===== src/hdl/adm_pkg.sv =====
// shared constants and types for the alarm, dial-out and error monitor
`default_nettype none
package adm_pkg;

  // clock and time base
  localparam int CLK_PERIOD_NS = 40;
  localparam int NS_PER_SEC = 1_000_000_000;
  localparam int TICK_CYCLES_DFLT = NS_PER_SEC / CLK_PERIOD_NS;
  localparam logic [9:0] SEC_PER_MIN = 10'h03c;
  localparam logic [3:0] DLY_MIN = 4'h1;
  localparam logic [3:0] DLY_MAX = 4'ha;

  // call retry and trap queue
  localparam logic [2:0] MAX_RETRY = 3'h5;
  localparam int TRAP_QUEUE_DEPTH = 10;

  // error rate windows in seconds and thresholds in crc6 errors
  localparam logic [9:0] WIN_SHORT = 10'h00a;
  localparam logic [9:0] WIN_LONG = 10'h03c;
  localparam logic [9:0] WIN_15MIN = 10'h384;
  localparam logic [13:0] THR_E4 = 14'h05ff;
  localparam logic [13:0] THR_E5 = 14'h0399;
  localparam logic [13:0] THR_E6 = 14'h005c;
  localparam logic [13:0] THR_E7 = 14'h0009;
  localparam logic [13:0] THR_E8 = 14'h0029;
  localparam logic [13:0] THR_E9 = 14'h0004;
  localparam logic [11:0] CNT_SAT = 12'hfff;

  // register byte offsets
  localparam logic [7:0] OFS_CFG = 8'h00;
  localparam logic [7:0] OFS_CMD = 8'h04;
  localparam logic [7:0] OFS_STAT = 8'h08;
  localparam logic [31:0] CFG_MASK = 32'h0007_ffff;
  localparam logic [31:0] CFG_RESET = 32'h0000_0520;

  // command register bit positions
  localparam int CMD_PRIO_LSB = 0;
  localparam int CMD_OWN_TRAP = 8;
  localparam int CMD_FWD_TRAP = 9;
  localparam int CMD_CUTOFF = 10;
  localparam int CMD_DISC = 11;

  // alarm message routing
  typedef enum logic [1:0] {
    ROUTE_NONE = 2'h0,
    ROUTE_MODEM = 2'h1,
    ROUTE_COM = 2'h2,
    ROUTE_BOTH = 2'h3
  } adm_route_t;

  // dial-out sequencer, one-hot
  typedef enum logic [3:0] {
    ST_IDLE = 4'h1,
    ST_DIAL = 4'h2,
    ST_WAIT = 4'h4,
    ST_CONN = 4'h8
  } adm_call_st_t;

  // configuration register layout
  typedef struct packed {
    logic [12:0] rsvd;
    logic shared_relay_enable;
    logic [2:0] err_sel;
    logic [2:0] backup_directory_select;
    logic [3:0] dial_delay_min;
    logic retry_enable;
    logic auto_call_enable;
    logic trap_hangup;
    logic carrier_unit;
    logic trap_send_enable;
    logic com_ascii;
    adm_route_t route;
  } adm_cfg_t;

  // line conditions from the framers
  typedef struct packed {
    logic signal_loss_net;
    logic framing_loss_net;
    logic signal_loss_di;
    logic framing_loss_di;
    logic framing_loss_port;
    logic all_ones_indication;
    logic yellow_alarm;
  } adm_line_t;

  // status register layout
  typedef struct packed {
    logic [3:0] rsvd;
    adm_line_t line;
    logic link_up;
    adm_call_st_t state;
    logic on_backup;
    logic [2:0] retries;
    logic [3:0] trap_count;
    logic [3:0] held_prio;
    logic cutoff;
    logic relay;
    logic [1:0] excessive_error_condition;
  } adm_stat_t;

endpackage
`default_nettype wire


===== src/hdl/adm_eer.sv =====
// excessive error rate detector for one crc6 error stream
`default_nettype none
module adm_eer (
  // clock and reset
  input wire logic clk,
  input wire logic sys_rst,
  // one-second tick and error pulse, both on clk
  input wire logic tick,
  input wire logic err,
  input wire logic [2:0] sel,
  // declared condition
  output logic eer
);
  import adm_pkg::*;

  typedef struct packed {
    logic [9:0] sec;
    logic [11:0] cur;
    logic [11:0] p1;
    logic [11:0] p2;
    logic eer;
  } adm_eer_st_t;

  adm_eer_st_t s, n;
  logic [9:0] win;
  logic [13:0] thr;
  logic [11:0] cur_inc;
  logic [13:0] sum;

  // window length and threshold per rate setting
  always_comb begin
    unique case (sel)
      3'h1: begin win = WIN_LONG; thr = THR_E5; end
      3'h2: begin win = WIN_LONG; thr = THR_E6; end
      3'h3: begin win = WIN_LONG; thr = THR_E7; end
      3'h4: begin win = WIN_15MIN; thr = THR_E8; end
      3'h5: begin win = WIN_15MIN; thr = THR_E9; end
      default: begin win = WIN_SHORT; thr = THR_E4; end
    endcase
  end

  // count saturates so a burst cannot wrap below the threshold
  assign cur_inc = (err && s.cur != CNT_SAT) ? s.cur + 12'h001 : s.cur;
  // only the 15-minute settings look back over three intervals
  assign sum = (win == WIN_15MIN) ? 14'(cur_inc) + 14'(s.p1) + 14'(s.p2) : 14'(cur_inc);

  always_comb begin
    n = s;
    n.cur = cur_inc;
    if (sum > thr) begin
      n.eer = 1'b1;
    end
    if (tick) begin
      if (s.sec + 10'h001 >= win) begin
        // window closes: judge it, then restart the count
        n.eer = (sum > thr);
        n.p2 = s.p1;
        n.p1 = cur_inc;
        n.cur = '0;
        n.sec = '0;
      end else begin
        n.sec = s.sec + 10'h001;
      end
    end
  end

  always_ff @(posedge clk or posedge sys_rst) begin
    if (sys_rst) begin
      s <= '0;
    end else begin
      s <= n;
    end
  end

  assign eer = s.eer;
endmodule // adm_eer
`default_nettype wire


===== src/hdl/adm_top.sv =====
// alarm routing, trap gating, dial-out sequencing, error rate and relay control
//
// Overview of operation
// alarm messages go to none, modem, com port, or both.
// com port alarm messages only when the com port is in ascii use.
// own traps are sent only while trap sending is enabled.
// carrier unit with traps off still forwards traps from other units.
// trap hang-up on releases a trap-opened call once traps are sent.
// auto calling with no link: pending alarm or trap dials alarm directory.
// failed call holds pending alarm or trap until connected or retries exhausted.
// while awaiting retry only the highest priority alarm is kept.
// up to ten trap messages are queued for the modem link.
// auto calling off and no link: traps queue, alarms are dropped.
// retry on: at most five reattempts, dial delay between attempts.
// retry off: exactly one call attempt.
// dial delay of one to ten minutes, default five.
// backup directory: five retries on primary, then backup with five retries.
// each new event starts dialing at the alarm directory.
// 1e-4: more than 1535 crc6 errors in 10 seconds.
// 1e-5 and 1e-6: more than 921 or 92 errors in 60 seconds.
// 1e-7: more than 9 errors in 60 seconds.
// 1e-8 and 1e-9: more than 41 or 4 over three 15-minute intervals.
// relay enabled: any alarm drives relay; release when all clear.
// cut-off releases relay until every alarm condition has cleared.
// relay causes: signal or framing loss, all-ones, yellow, excessive errors.
// error count restarts each window; judged at close or on overflow.
//
// Chosen here: the Wishbone interface to the registers and the address map.
`default_nettype none
module adm_top #(
  parameter int TICK_CYCLES = adm_pkg::TICK_CYCLES_DFLT,
  parameter int QUEUE_DEPTH = adm_pkg::TRAP_QUEUE_DEPTH
) (
  // clock and reset
  input wire logic clk,
  input wire logic sys_rst,
  // wishbone classic slave
  input wire logic wb_cyc,
  input wire logic wb_stb,
  input wire logic wb_we,
  input wire logic [7:0] wb_adr,
  input wire logic [3:0] wb_sel,
  input wire logic [31:0] wb_dat_w,
  output logic [31:0] wb_dat_r,
  output logic wb_ack,
  // line interface conditions, asynchronous
  input wire adm_pkg::adm_line_t line_cond,
  input wire logic [1:0] crc_err,
  // modem or external communication device, asynchronous inputs
  input wire logic link_up,
  input wire logic call_fail,
  output logic call_req,
  output logic [2:0] call_dir,
  output logic hangup,
  // message strobes
  output logic alarm_modem,
  output logic alarm_com,
  output logic trap_send,
  output logic trap_fwd,
  // shared carrier relay
  output logic relay
);
  import adm_pkg::*;

  localparam int PW = $clog2(TICK_CYCLES);

  // refuse settings the counters cannot hold
  if (TICK_CYCLES < 2) begin : g_chk_tick
    $error("adm_top: TICK_CYCLES must be at least 2");
  end
  if (QUEUE_DEPTH < 1 || QUEUE_DEPTH > 15) begin : g_chk_q
    $error("adm_top: QUEUE_DEPTH must be 1 to 15");
  end

  typedef struct packed {
    adm_line_t l1;
    adm_line_t l2;
    logic [1:0] e1;
    logic [1:0] e2;
    logic [1:0] e3;
    logic f1;
    logic f2;
    logic f3;
    logic k1;
    logic k2;
    logic [PW-1:0] pre;
    logic [9:0] dly;
    adm_cfg_t cfg;
    adm_call_st_t st;
    logic [2:0] att;
    logic backup;
    logic [3:0] held;
    logic [3:0] q;
    logic trap_call;
    logic cutoff;
    logic ack;
    logic [31:0] dat;
    logic call_req;
    logic [2:0] dir;
    logic hang;
    logic alm_modem;
    logic alm_com;
    logic trap;
    logic fwd;
    logic relay;
  } adm_top_st_t;

  adm_top_st_t s, n;

  logic req;
  logic wr;
  logic tick;
  logic link;
  logic failp;
  logic [1:0] errp;
  logic [1:0] eer;
  logic any_alarm;
  logic [31:0] cfg_bits;
  adm_cfg_t cfg_new;
  logic cmd_wr;
  logic post_alarm;
  logic [3:0] prio;
  logic own_trap;
  logic fwd_trap;
  logic cut_cmd;
  logic disc_cmd;
  logic to_modem;
  logic to_com;
  logic hold_new;
  logic q_inc;
  logic q_dec;
  logic [3:0] q_nx;
  logic pending;
  logic [3:0] dmin;
  logic [9:0] dly_load;
  adm_stat_t stat;

  ////////////////////////////////////////////////////////////////////////
  // bus decode

  // ack is a registered one-cycle answer, so every access takes one wait
  assign req = wb_cyc & wb_stb & ~s.ack;
  assign wr = wb_cyc & wb_stb & wb_we & s.ack; // writes land at the ack edge
  assign cmd_wr = wr && wb_adr == OFS_CMD;
  assign prio = wb_dat_w[CMD_PRIO_LSB +: 4];
  assign post_alarm = cmd_wr && wb_sel[0] && prio != 4'h0;
  assign own_trap = cmd_wr & wb_sel[1] & wb_dat_w[CMD_OWN_TRAP];
  assign fwd_trap = cmd_wr & wb_sel[1] & wb_dat_w[CMD_FWD_TRAP];
  // cut-off as issued from the front_panel_unit for this unit
  assign cut_cmd = cmd_wr & wb_sel[1] & wb_dat_w[CMD_CUTOFF];
  assign disc_cmd = cmd_wr & wb_sel[1] & wb_dat_w[CMD_DISC];

  // configuration bytes follow their lane selects
  for (genvar b = 0; b < 4; b++) begin : g_cfg_lane
    assign cfg_bits[8*b +: 8] = (wr && wb_adr == OFS_CFG && wb_sel[b]) ? wb_dat_w[8*b +: 8] : s.cfg[8*b +: 8];
  end
  assign cfg_new = adm_cfg_t'(cfg_bits & CFG_MASK);

  ////////////////////////////////////////////////////////////////////////
  // synchronised pins and time base

  assign link = s.k2;
  // edge on the second stage against a third, never on the first
  assign failp = s.f2 & ~s.f3;
  assign errp = s.e2 & ~s.e3;
  assign tick = s.pre == PW'(TICK_CYCLES - 1);

  // delay setting outside one to ten is clamped rather than refused
  always_comb begin
    if (s.cfg.dial_delay_min < DLY_MIN) begin
      dmin = DLY_MIN;
    end else if (s.cfg.dial_delay_min > DLY_MAX) begin
      dmin = DLY_MAX;
    end else begin
      dmin = s.cfg.dial_delay_min;
    end
  end
  assign dly_load = 10'(dmin) * SEC_PER_MIN;

  ////////////////////////////////////////////////////////////////////////
  // error rate, one detector per monitored interface

  for (genvar c = 0; c < 2; c++) begin : g_eer
    adm_eer u_eer (
      .clk(clk),
      .sys_rst(sys_rst),
      .tick(tick),
      .err(errp[c]),
      .sel(s.cfg.err_sel),
      .eer(eer[c])
    );
  end

  ////////////////////////////////////////////////////////////////////////
  // message routing and trap queue

  assign to_modem = post_alarm && (s.cfg.route == ROUTE_MODEM || s.cfg.route == ROUTE_BOTH);
  assign to_com = post_alarm && (s.cfg.route == ROUTE_COM || s.cfg.route == ROUTE_BOTH) && s.cfg.com_ascii;
  // with no link, a modem alarm is kept only if it can start a call
  assign hold_new = to_modem & ~link & s.cfg.auto_call_enable;
  assign q_inc = own_trap && s.cfg.trap_send_enable && s.q < 4'(QUEUE_DEPTH);
  assign q_dec = link && s.q != 4'h0 && s.cfg.trap_send_enable;
  assign q_nx = 4'(s.q + {3'h0, q_inc} - {3'h0, q_dec});
  assign pending = s.held != 4'h0 || s.q != 4'h0;

  // relay causes: line conditions and both error detectors
  assign any_alarm = (|s.l2) | (|eer);

  always_comb begin
    stat = '0;
    stat.line = s.l2;
    stat.link_up = link;
    stat.state = s.st;
    stat.on_backup = s.backup;
    stat.retries = s.att;
    stat.trap_count = s.q;
    stat.held_prio = s.held;
    stat.cutoff = s.cutoff;
    stat.relay = s.relay;
    stat.excessive_error_condition = eer;
  end

  ////////////////////////////////////////////////////////////////////////
  // next state

  always_comb begin
    n = s;
    // synchronisers
    n.l1 = line_cond;
    n.l2 = s.l1;
    n.e1 = crc_err;
    n.e2 = s.e1;
    n.e3 = s.e2;
    n.f1 = call_fail;
    n.f2 = s.f1;
    n.f3 = s.f2;
    n.k1 = link_up;
    n.k2 = s.k1;
    n.pre = tick ? '0 : s.pre + PW'(1);
    if (tick && s.dly != 10'h000) begin
      n.dly = s.dly - 10'h001;
    end
    // bus answer; unmapped reads give zero and writes are dropped
    n.ack = req;
    n.cfg = cfg_new;
    if (req && !wb_we) begin
      unique case (wb_adr)
        OFS_CFG: n.dat = 32'(s.cfg);
        OFS_STAT: n.dat = 32'(stat);
        default: n.dat = 32'h0000_0000;
      endcase
    end
    // strobes last one cycle
    n.alm_modem = 1'b0;
    n.alm_com = to_com;
    n.trap = q_dec;
    n.fwd = fwd_trap & (s.cfg.trap_send_enable | s.cfg.carrier_unit);
    n.hang = disc_cmd;
    // modem alarm: straight out on a link, else held by priority when auto calling is on
    if (to_modem && link) begin
      n.alm_modem = 1'b1;
    end else if (link && s.held != 4'h0) begin
      n.alm_modem = 1'b1;
      n.held = 4'h0;
    end
    if (hold_new && prio >= s.held) begin
      n.held = prio;
    end
    n.q = q_nx;
    // release a trap-opened call once nothing is left to send
    if (s.trap_call && link && q_nx == 4'h0 && s.held == 4'h0) begin
      n.trap_call = 1'b0;
      n.hang = disc_cmd | s.cfg.trap_hangup;
    end
    // dial-out sequencer
    unique case (s.st)
      ST_IDLE: begin
        if (link) begin
          n.st = ST_CONN;
        end else if (s.cfg.auto_call_enable && pending && s.dly == 10'h000) begin
          n.st = ST_DIAL;
          n.call_req = 1'b1;
          n.dir = 3'h0;
          n.backup = 1'b0;
          n.att = 3'h0;
          n.trap_call = s.q != 4'h0;
        end
      end
      ST_DIAL: begin
        if (link) begin
          n.st = ST_CONN;
          n.call_req = 1'b0;
        end else if (failp) begin
          n.call_req = 1'b0;
          n.dly = dly_load;
          if (s.cfg.retry_enable && s.att < MAX_RETRY) begin
            n.att = s.att + 3'h1;
            n.st = ST_WAIT;
          end else if (s.cfg.retry_enable && !s.backup && s.cfg.backup_directory_select != 3'h0) begin
            n.backup = 1'b1;
            n.att = 3'h0;
            n.dir = s.cfg.backup_directory_select;
            n.st = ST_WAIT;
          end else begin
            // retries spent or retry off: drop what was held
            n.st = ST_IDLE;
            n.held = hold_new ? prio : 4'h0;
            n.q = {3'h0, q_inc};
            n.trap_call = 1'b0;
          end
        end
      end
      ST_WAIT: begin
        if (link) begin
          n.st = ST_CONN;
        end else if (s.dly == 10'h000) begin
          n.st = ST_DIAL;
          n.call_req = 1'b1;
        end
      end
      ST_CONN: begin
        if (!link) begin
          // spacing between successive dial-outs
          n.st = ST_IDLE;
          n.dly = dly_load;
          n.trap_call = 1'b0;
          n.backup = 1'b0;
          n.dir = 3'h0;
        end
      end
    endcase
    // cut-off holds until every cause clears; a new cut-off wins
    if (cut_cmd) begin
      n.cutoff = 1'b1;
    end else if (!any_alarm) begin
      n.cutoff = 1'b0;
    end
    n.relay = s.cfg.shared_relay_enable & any_alarm & ~n.cutoff;
  end

  ////////////////////////////////////////////////////////////////////////
  // state register

  always_ff @(posedge clk or posedge sys_rst) begin
    if (sys_rst) begin
      s <= '0;
      s.cfg <= adm_cfg_t'(CFG_RESET);
      s.st <= ST_IDLE;
    end else begin
      s <= n;
    end
  end

  // every output is a flop of the state
  assign wb_dat_r = s.dat;
  assign wb_ack = s.ack;
  assign call_req = s.call_req;
  assign call_dir = s.dir;
  assign hangup = s.hang;
  assign alarm_modem = s.alm_modem;
  assign alarm_com = s.alm_com;
  assign trap_send = s.trap;
  assign trap_fwd = s.fwd;
  assign relay = s.relay;
endmodule // adm_top
`default_nettype wire


===== config.mk =====
export PLATFORM = sky130hd
export DESIGN_NAME = adm_top
export DESIGN_NICKNAME = d
export VERILOG_FILES = /design/src/hdl/adm_pkg.sv /design/src/hdl/adm_eer.sv /design/src/hdl/adm_top.sv
export SDC_FILE = /design/constraint.sdc
export NUM_CORES = 1
export LEC_CHECK = 0
export BUFFER_PORTS_ARGS = -buffer_cell sky130_fd_sc_hd__buf_4
export CORE_MARGIN = 5
export CORE_UTILIZATION = 61
export DETAILED_ROUTE_END_ITERATION = 6
export PLACE_DENSITY = 0.81
export SLEW_MARGIN = 20
export SYNTH_ARGS = -nofsm -noshare
export SYNTH_HDL_FRONTEND = slang
export SYNTH_SLANG_ARGS = --single-unit

===== constraint.sdc =====
create_clock -name clk -period 8.5 [get_ports clk]
set_input_delay 0.85 -clock clk [delete_from_list [all_inputs] [get_ports clk]]
set_output_delay 0.85 -clock clk [all_outputs]
set_load 0.01 [all_outputs]

==> results.sh <==
export IMPL_synth_edff_count=0
export IMPL_crit_end="g_eer[0].u_eer.eer"
export IMPL_cts_tree="built"
export IMPL_min_period_over_period_pct=74.7
export IMPL_dieHeight_microns=162
export IMPL_async_flop_share_pct=100
export IMPL_mostFrequentLayoutCells="226 x dfrtp_1, 140 x nor2_1, 128 x nand2_1"
export IMPL_vias=10526
export IMPL_first_global_vias=10603
export IMPL_fin_cells=1800
export IMPL_reg2reg_from="g_eer[0].u_eer.s[25]"
export IMPL_synth_avg_cell_area_sq_um=9.68
export IMPL_dieArea_sq_mm=0.0262
export IMPL_gr_total_overflow=0
export IMPL_fin_total_pwr_uw=2840
export IMPL_die_width_microns=162
export IMPL_drc=0
export IMPL_nFillCells=1689
export IMPL_post_place_ws_ns=2.25
export IMPL_path_clk_slew_ns=0.06
export IMPL_clockBufferDepth=3
export IMPL_viasPerCell=5.85
export IMPL_hold_path_class="flop to flop"
export IMPL_synth_seq_cells=230
export IMPL_startpoint="g_eer[0].u_eer.s[25]"
export IMPL_drt_total_wl_microns=29500
export IMPL_worstMarginPinSlew_ns=1.11
export IMPL_vdd_drop_max_mv=0.201
export IMPL_yosysWarnings=0
export IMPL_hold_violations=0
export IMPL_cts_setup_buffers=0
export IMPL_cts_root_buffer="clkbuf_16"
export IMPL_gp_congestion=0.899
export IMPL_maxCapViolCount=0
export IMPL_drive_gt1_share_pct=13.2
export IMPL_synth_cell_area_sq_mm=0.0140
export IMPL_grt_setup_unrepaired="no"
export IMPL_power_leakage_uw=0.00785
export IMPL_h_tree_depth=1
export IMPL_setup_tns_final_ns=0
export IMPL_grt_pass1_wl_microns=50300
export IMPL_path_max_fanout=7
export IMPL_drt_iter0_markers=534
export IMPL_portBuffers=84
export IMPL_rows=55
export IMPL_slew_headroom_pct=26.3
export IMPL_critPathLaunchType="flop"
export IMPL_criticalPathCategory="flop to flop"
export IMPL_synth_cell_type_count=77
export IMPL_initial_core_util_pct=62.1
export IMPL_power_density_mw_per_mm2=183
export IMPL_hpwl_microns=21300
export IMPL_reg2reg_to="g_eer[0].u_eer.eer"
export IMPL_clock_latency_ns=0.54
export IMPL_skew_ns=0.00957
export IMPL_critPathCaptureType="flop"
export IMPL_synthCells=1451
export IMPL_timing_hold_ws_ns=0.345
export IMPL_cts_sinks=230
export IMPL_min_period_ns=6.35
export IMPL_rrSetupSlack_ns=2.15
export IMPL_cts_resized=0
export IMPL_synth_ff_type="dfrtp_1"
export IMPL_grt_use_total_pct=22.7
export IMPL_ctsHoldBuffers=0
export IMPL_core_sq_mm=0.0226
export IMPL_grt_start_max_net_pins=144
export IMPL_reg2reg_depth=24
export IMPL_postLayoutSetupSlackWorst_ns=2.15
export IMPL_antenna_found_initial=0
export IMPL_max_freq_mhz=157
export IMPL_area_delta_synth_final_pct=10.4
export IMPL_drtPass1Iterations=5
export IMPL_setup_viol=0
export IMPL_synth_seq_area_share_pct=41.0
export IMPL_final_nets=1692
export IMPL_crit_arrival_ns=6.72
export IMPL_slew_violations=0
export IMPL_dpl_cell_count=1752
export IMPL_numCtsBuffers=26
export IMPL_worstPathRequired_ns=8.87
export IMPL_wire_per_inst_microns=16.4
export IMPL_io_pins=103
export IMPL_ant_nets=0
export IMPL_status="completed"
export IMPL_layout_commonest_cell="dfrtp_1"
export IMPL_diodes=0
==> cell type report <==
| type | instances | area (sq um) | area share (%) |
|---|---|---|---|
| clock inverter | 9 | 85.1 | 0.548 |
| multi-input combinational | 1060 | 7550 | 48.7 |
| tap | 285 | 357 | 2.30 |
| clock buffer | 39 | 749 | 4.83 |
| timing repair buffer | 90 | 679 | 4.38 |
| inverter | 87 | 334 | 2.15 |
| sequential | 230 | 5760 | 37.1 |
==> critical path: stages, from the launching register on <==
cell	delay [ns]
dfrtp_1	0.42
ha_1	0.24
and3_1	0.20
a41oi_1	0.60
nand4_1	0.19
xor2_1	0.39
inv_1	0.12
ha_1	0.34
and2_1	0.19
a221o_1	0.32
a21o_1	0.19
xor2_1	0.14
ha_1	0.34
nor2b_1	0.15
a41o_1	0.22
o41ai_1	0.55
o21ai_0	0.24
xnor2_1	0.19
mux2i_1	0.11
ha_1	0.32
nand4_1	0.08
nor3_1	0.19
o32a_1	0.20
o221a_2	0.17
o21ai_0	0.08
==> kinds of logic after synthesis <==
family                   count (synthesis)  synth area share [%]
AND/OR/NAND/NOR                        465                  16.0
flip-flops                             230                  41.0
other                                    1                0.0267
buffers and inverters                  164                  5.45
XOR/XNOR                               110                  6.86
multiplexers                            71                  5.44
AO/OA/AOI/OAI                          272                  12.4
adder cells (fa/ha/maj)                138                  12.8
==> through the flow <==
step	area, sq um	util [%]
2_1_floorplan	14100	-
3_3_place_gp	14700	64.8
3_5_place_dp	14700	64.8
4_1_cts	15500	68.5
5_1_grt	15500	68.5
6_report	15500	68.5
==> how the worst min path moves through the flow <==
stage	start	to	slack (ns)	depth (start not counted)
6_report	n[142]	s[142]	0.35	0
5_1_grt	n[145]	s[145]	0.35	0
4_1_cts	n[142]	s[142]	0.35	0
3_5_place_dp	n[142]	s[142]	0.33	0
3_3_place_gp	n[142]	s[142]	0.33	0
2_1_floorplan	n[128]	link	0.33	0
==> sequential cells by signal (all words and copies together), names as in the netlist <==
register,cells
hangup,1
alarm_modem,1
trap_fwd,1
alarm_com,1
g_eer.u_eer.eer,2
wb_ack,1
link,1
call_dir,3
relay,1
wb_dat_r,28
call_req,1
g_eer.u_eer.s,92
trap_send,1
s,82
n,14
==> power breakdown <==
group	internal, uW	total, uW	switching, uW
sequential	1160	1230	71.6
clock	640	1090	452
combinational	210	517	307
total	2010	2840	830
==> synthesized netlist by cell type (all sizes together) (5+ instances only) <==
cell	instances	share of area (%)
a21o	23	1.2
nor4	9	0.66
a21oi	77	2.8
mux2	43	3.4
xor2	42	2.6
buf	45	2.3
nor2	140	3.7
o21a	10	0.53
and4	5	0.31
a211oi	6	0.32
o21ai	77	2.7
nor2b	13	0.58
or3	9	0.40
nand2	128	3.4
nand3	63	2.3
xnor2	68	4.2
o31ai	9	0.48
dfrtp	226	40
and3	19	0.85
inv	87	2.3
nor3	18	0.71
clkbuf	32	0.85
ha	127	11
a22o	11	0.69
a31o	6	0.37
mux2i	28	2.0
a31oi	12	0.53
and2	10	0.45
fa	10	1.4
nand4	21	1.0
nand2b	11	0.49
==> per-layer routing <==
layer	track usage (%)	up-vias	share of wire [%]
met5	0	-	0
met4	7.07	0	3.3
met3	3.37	74	4.2
met2	40.5	217	50
met1	28.7	5100	42
li1	-	5135	-
(Power assumes the default switching activity.)
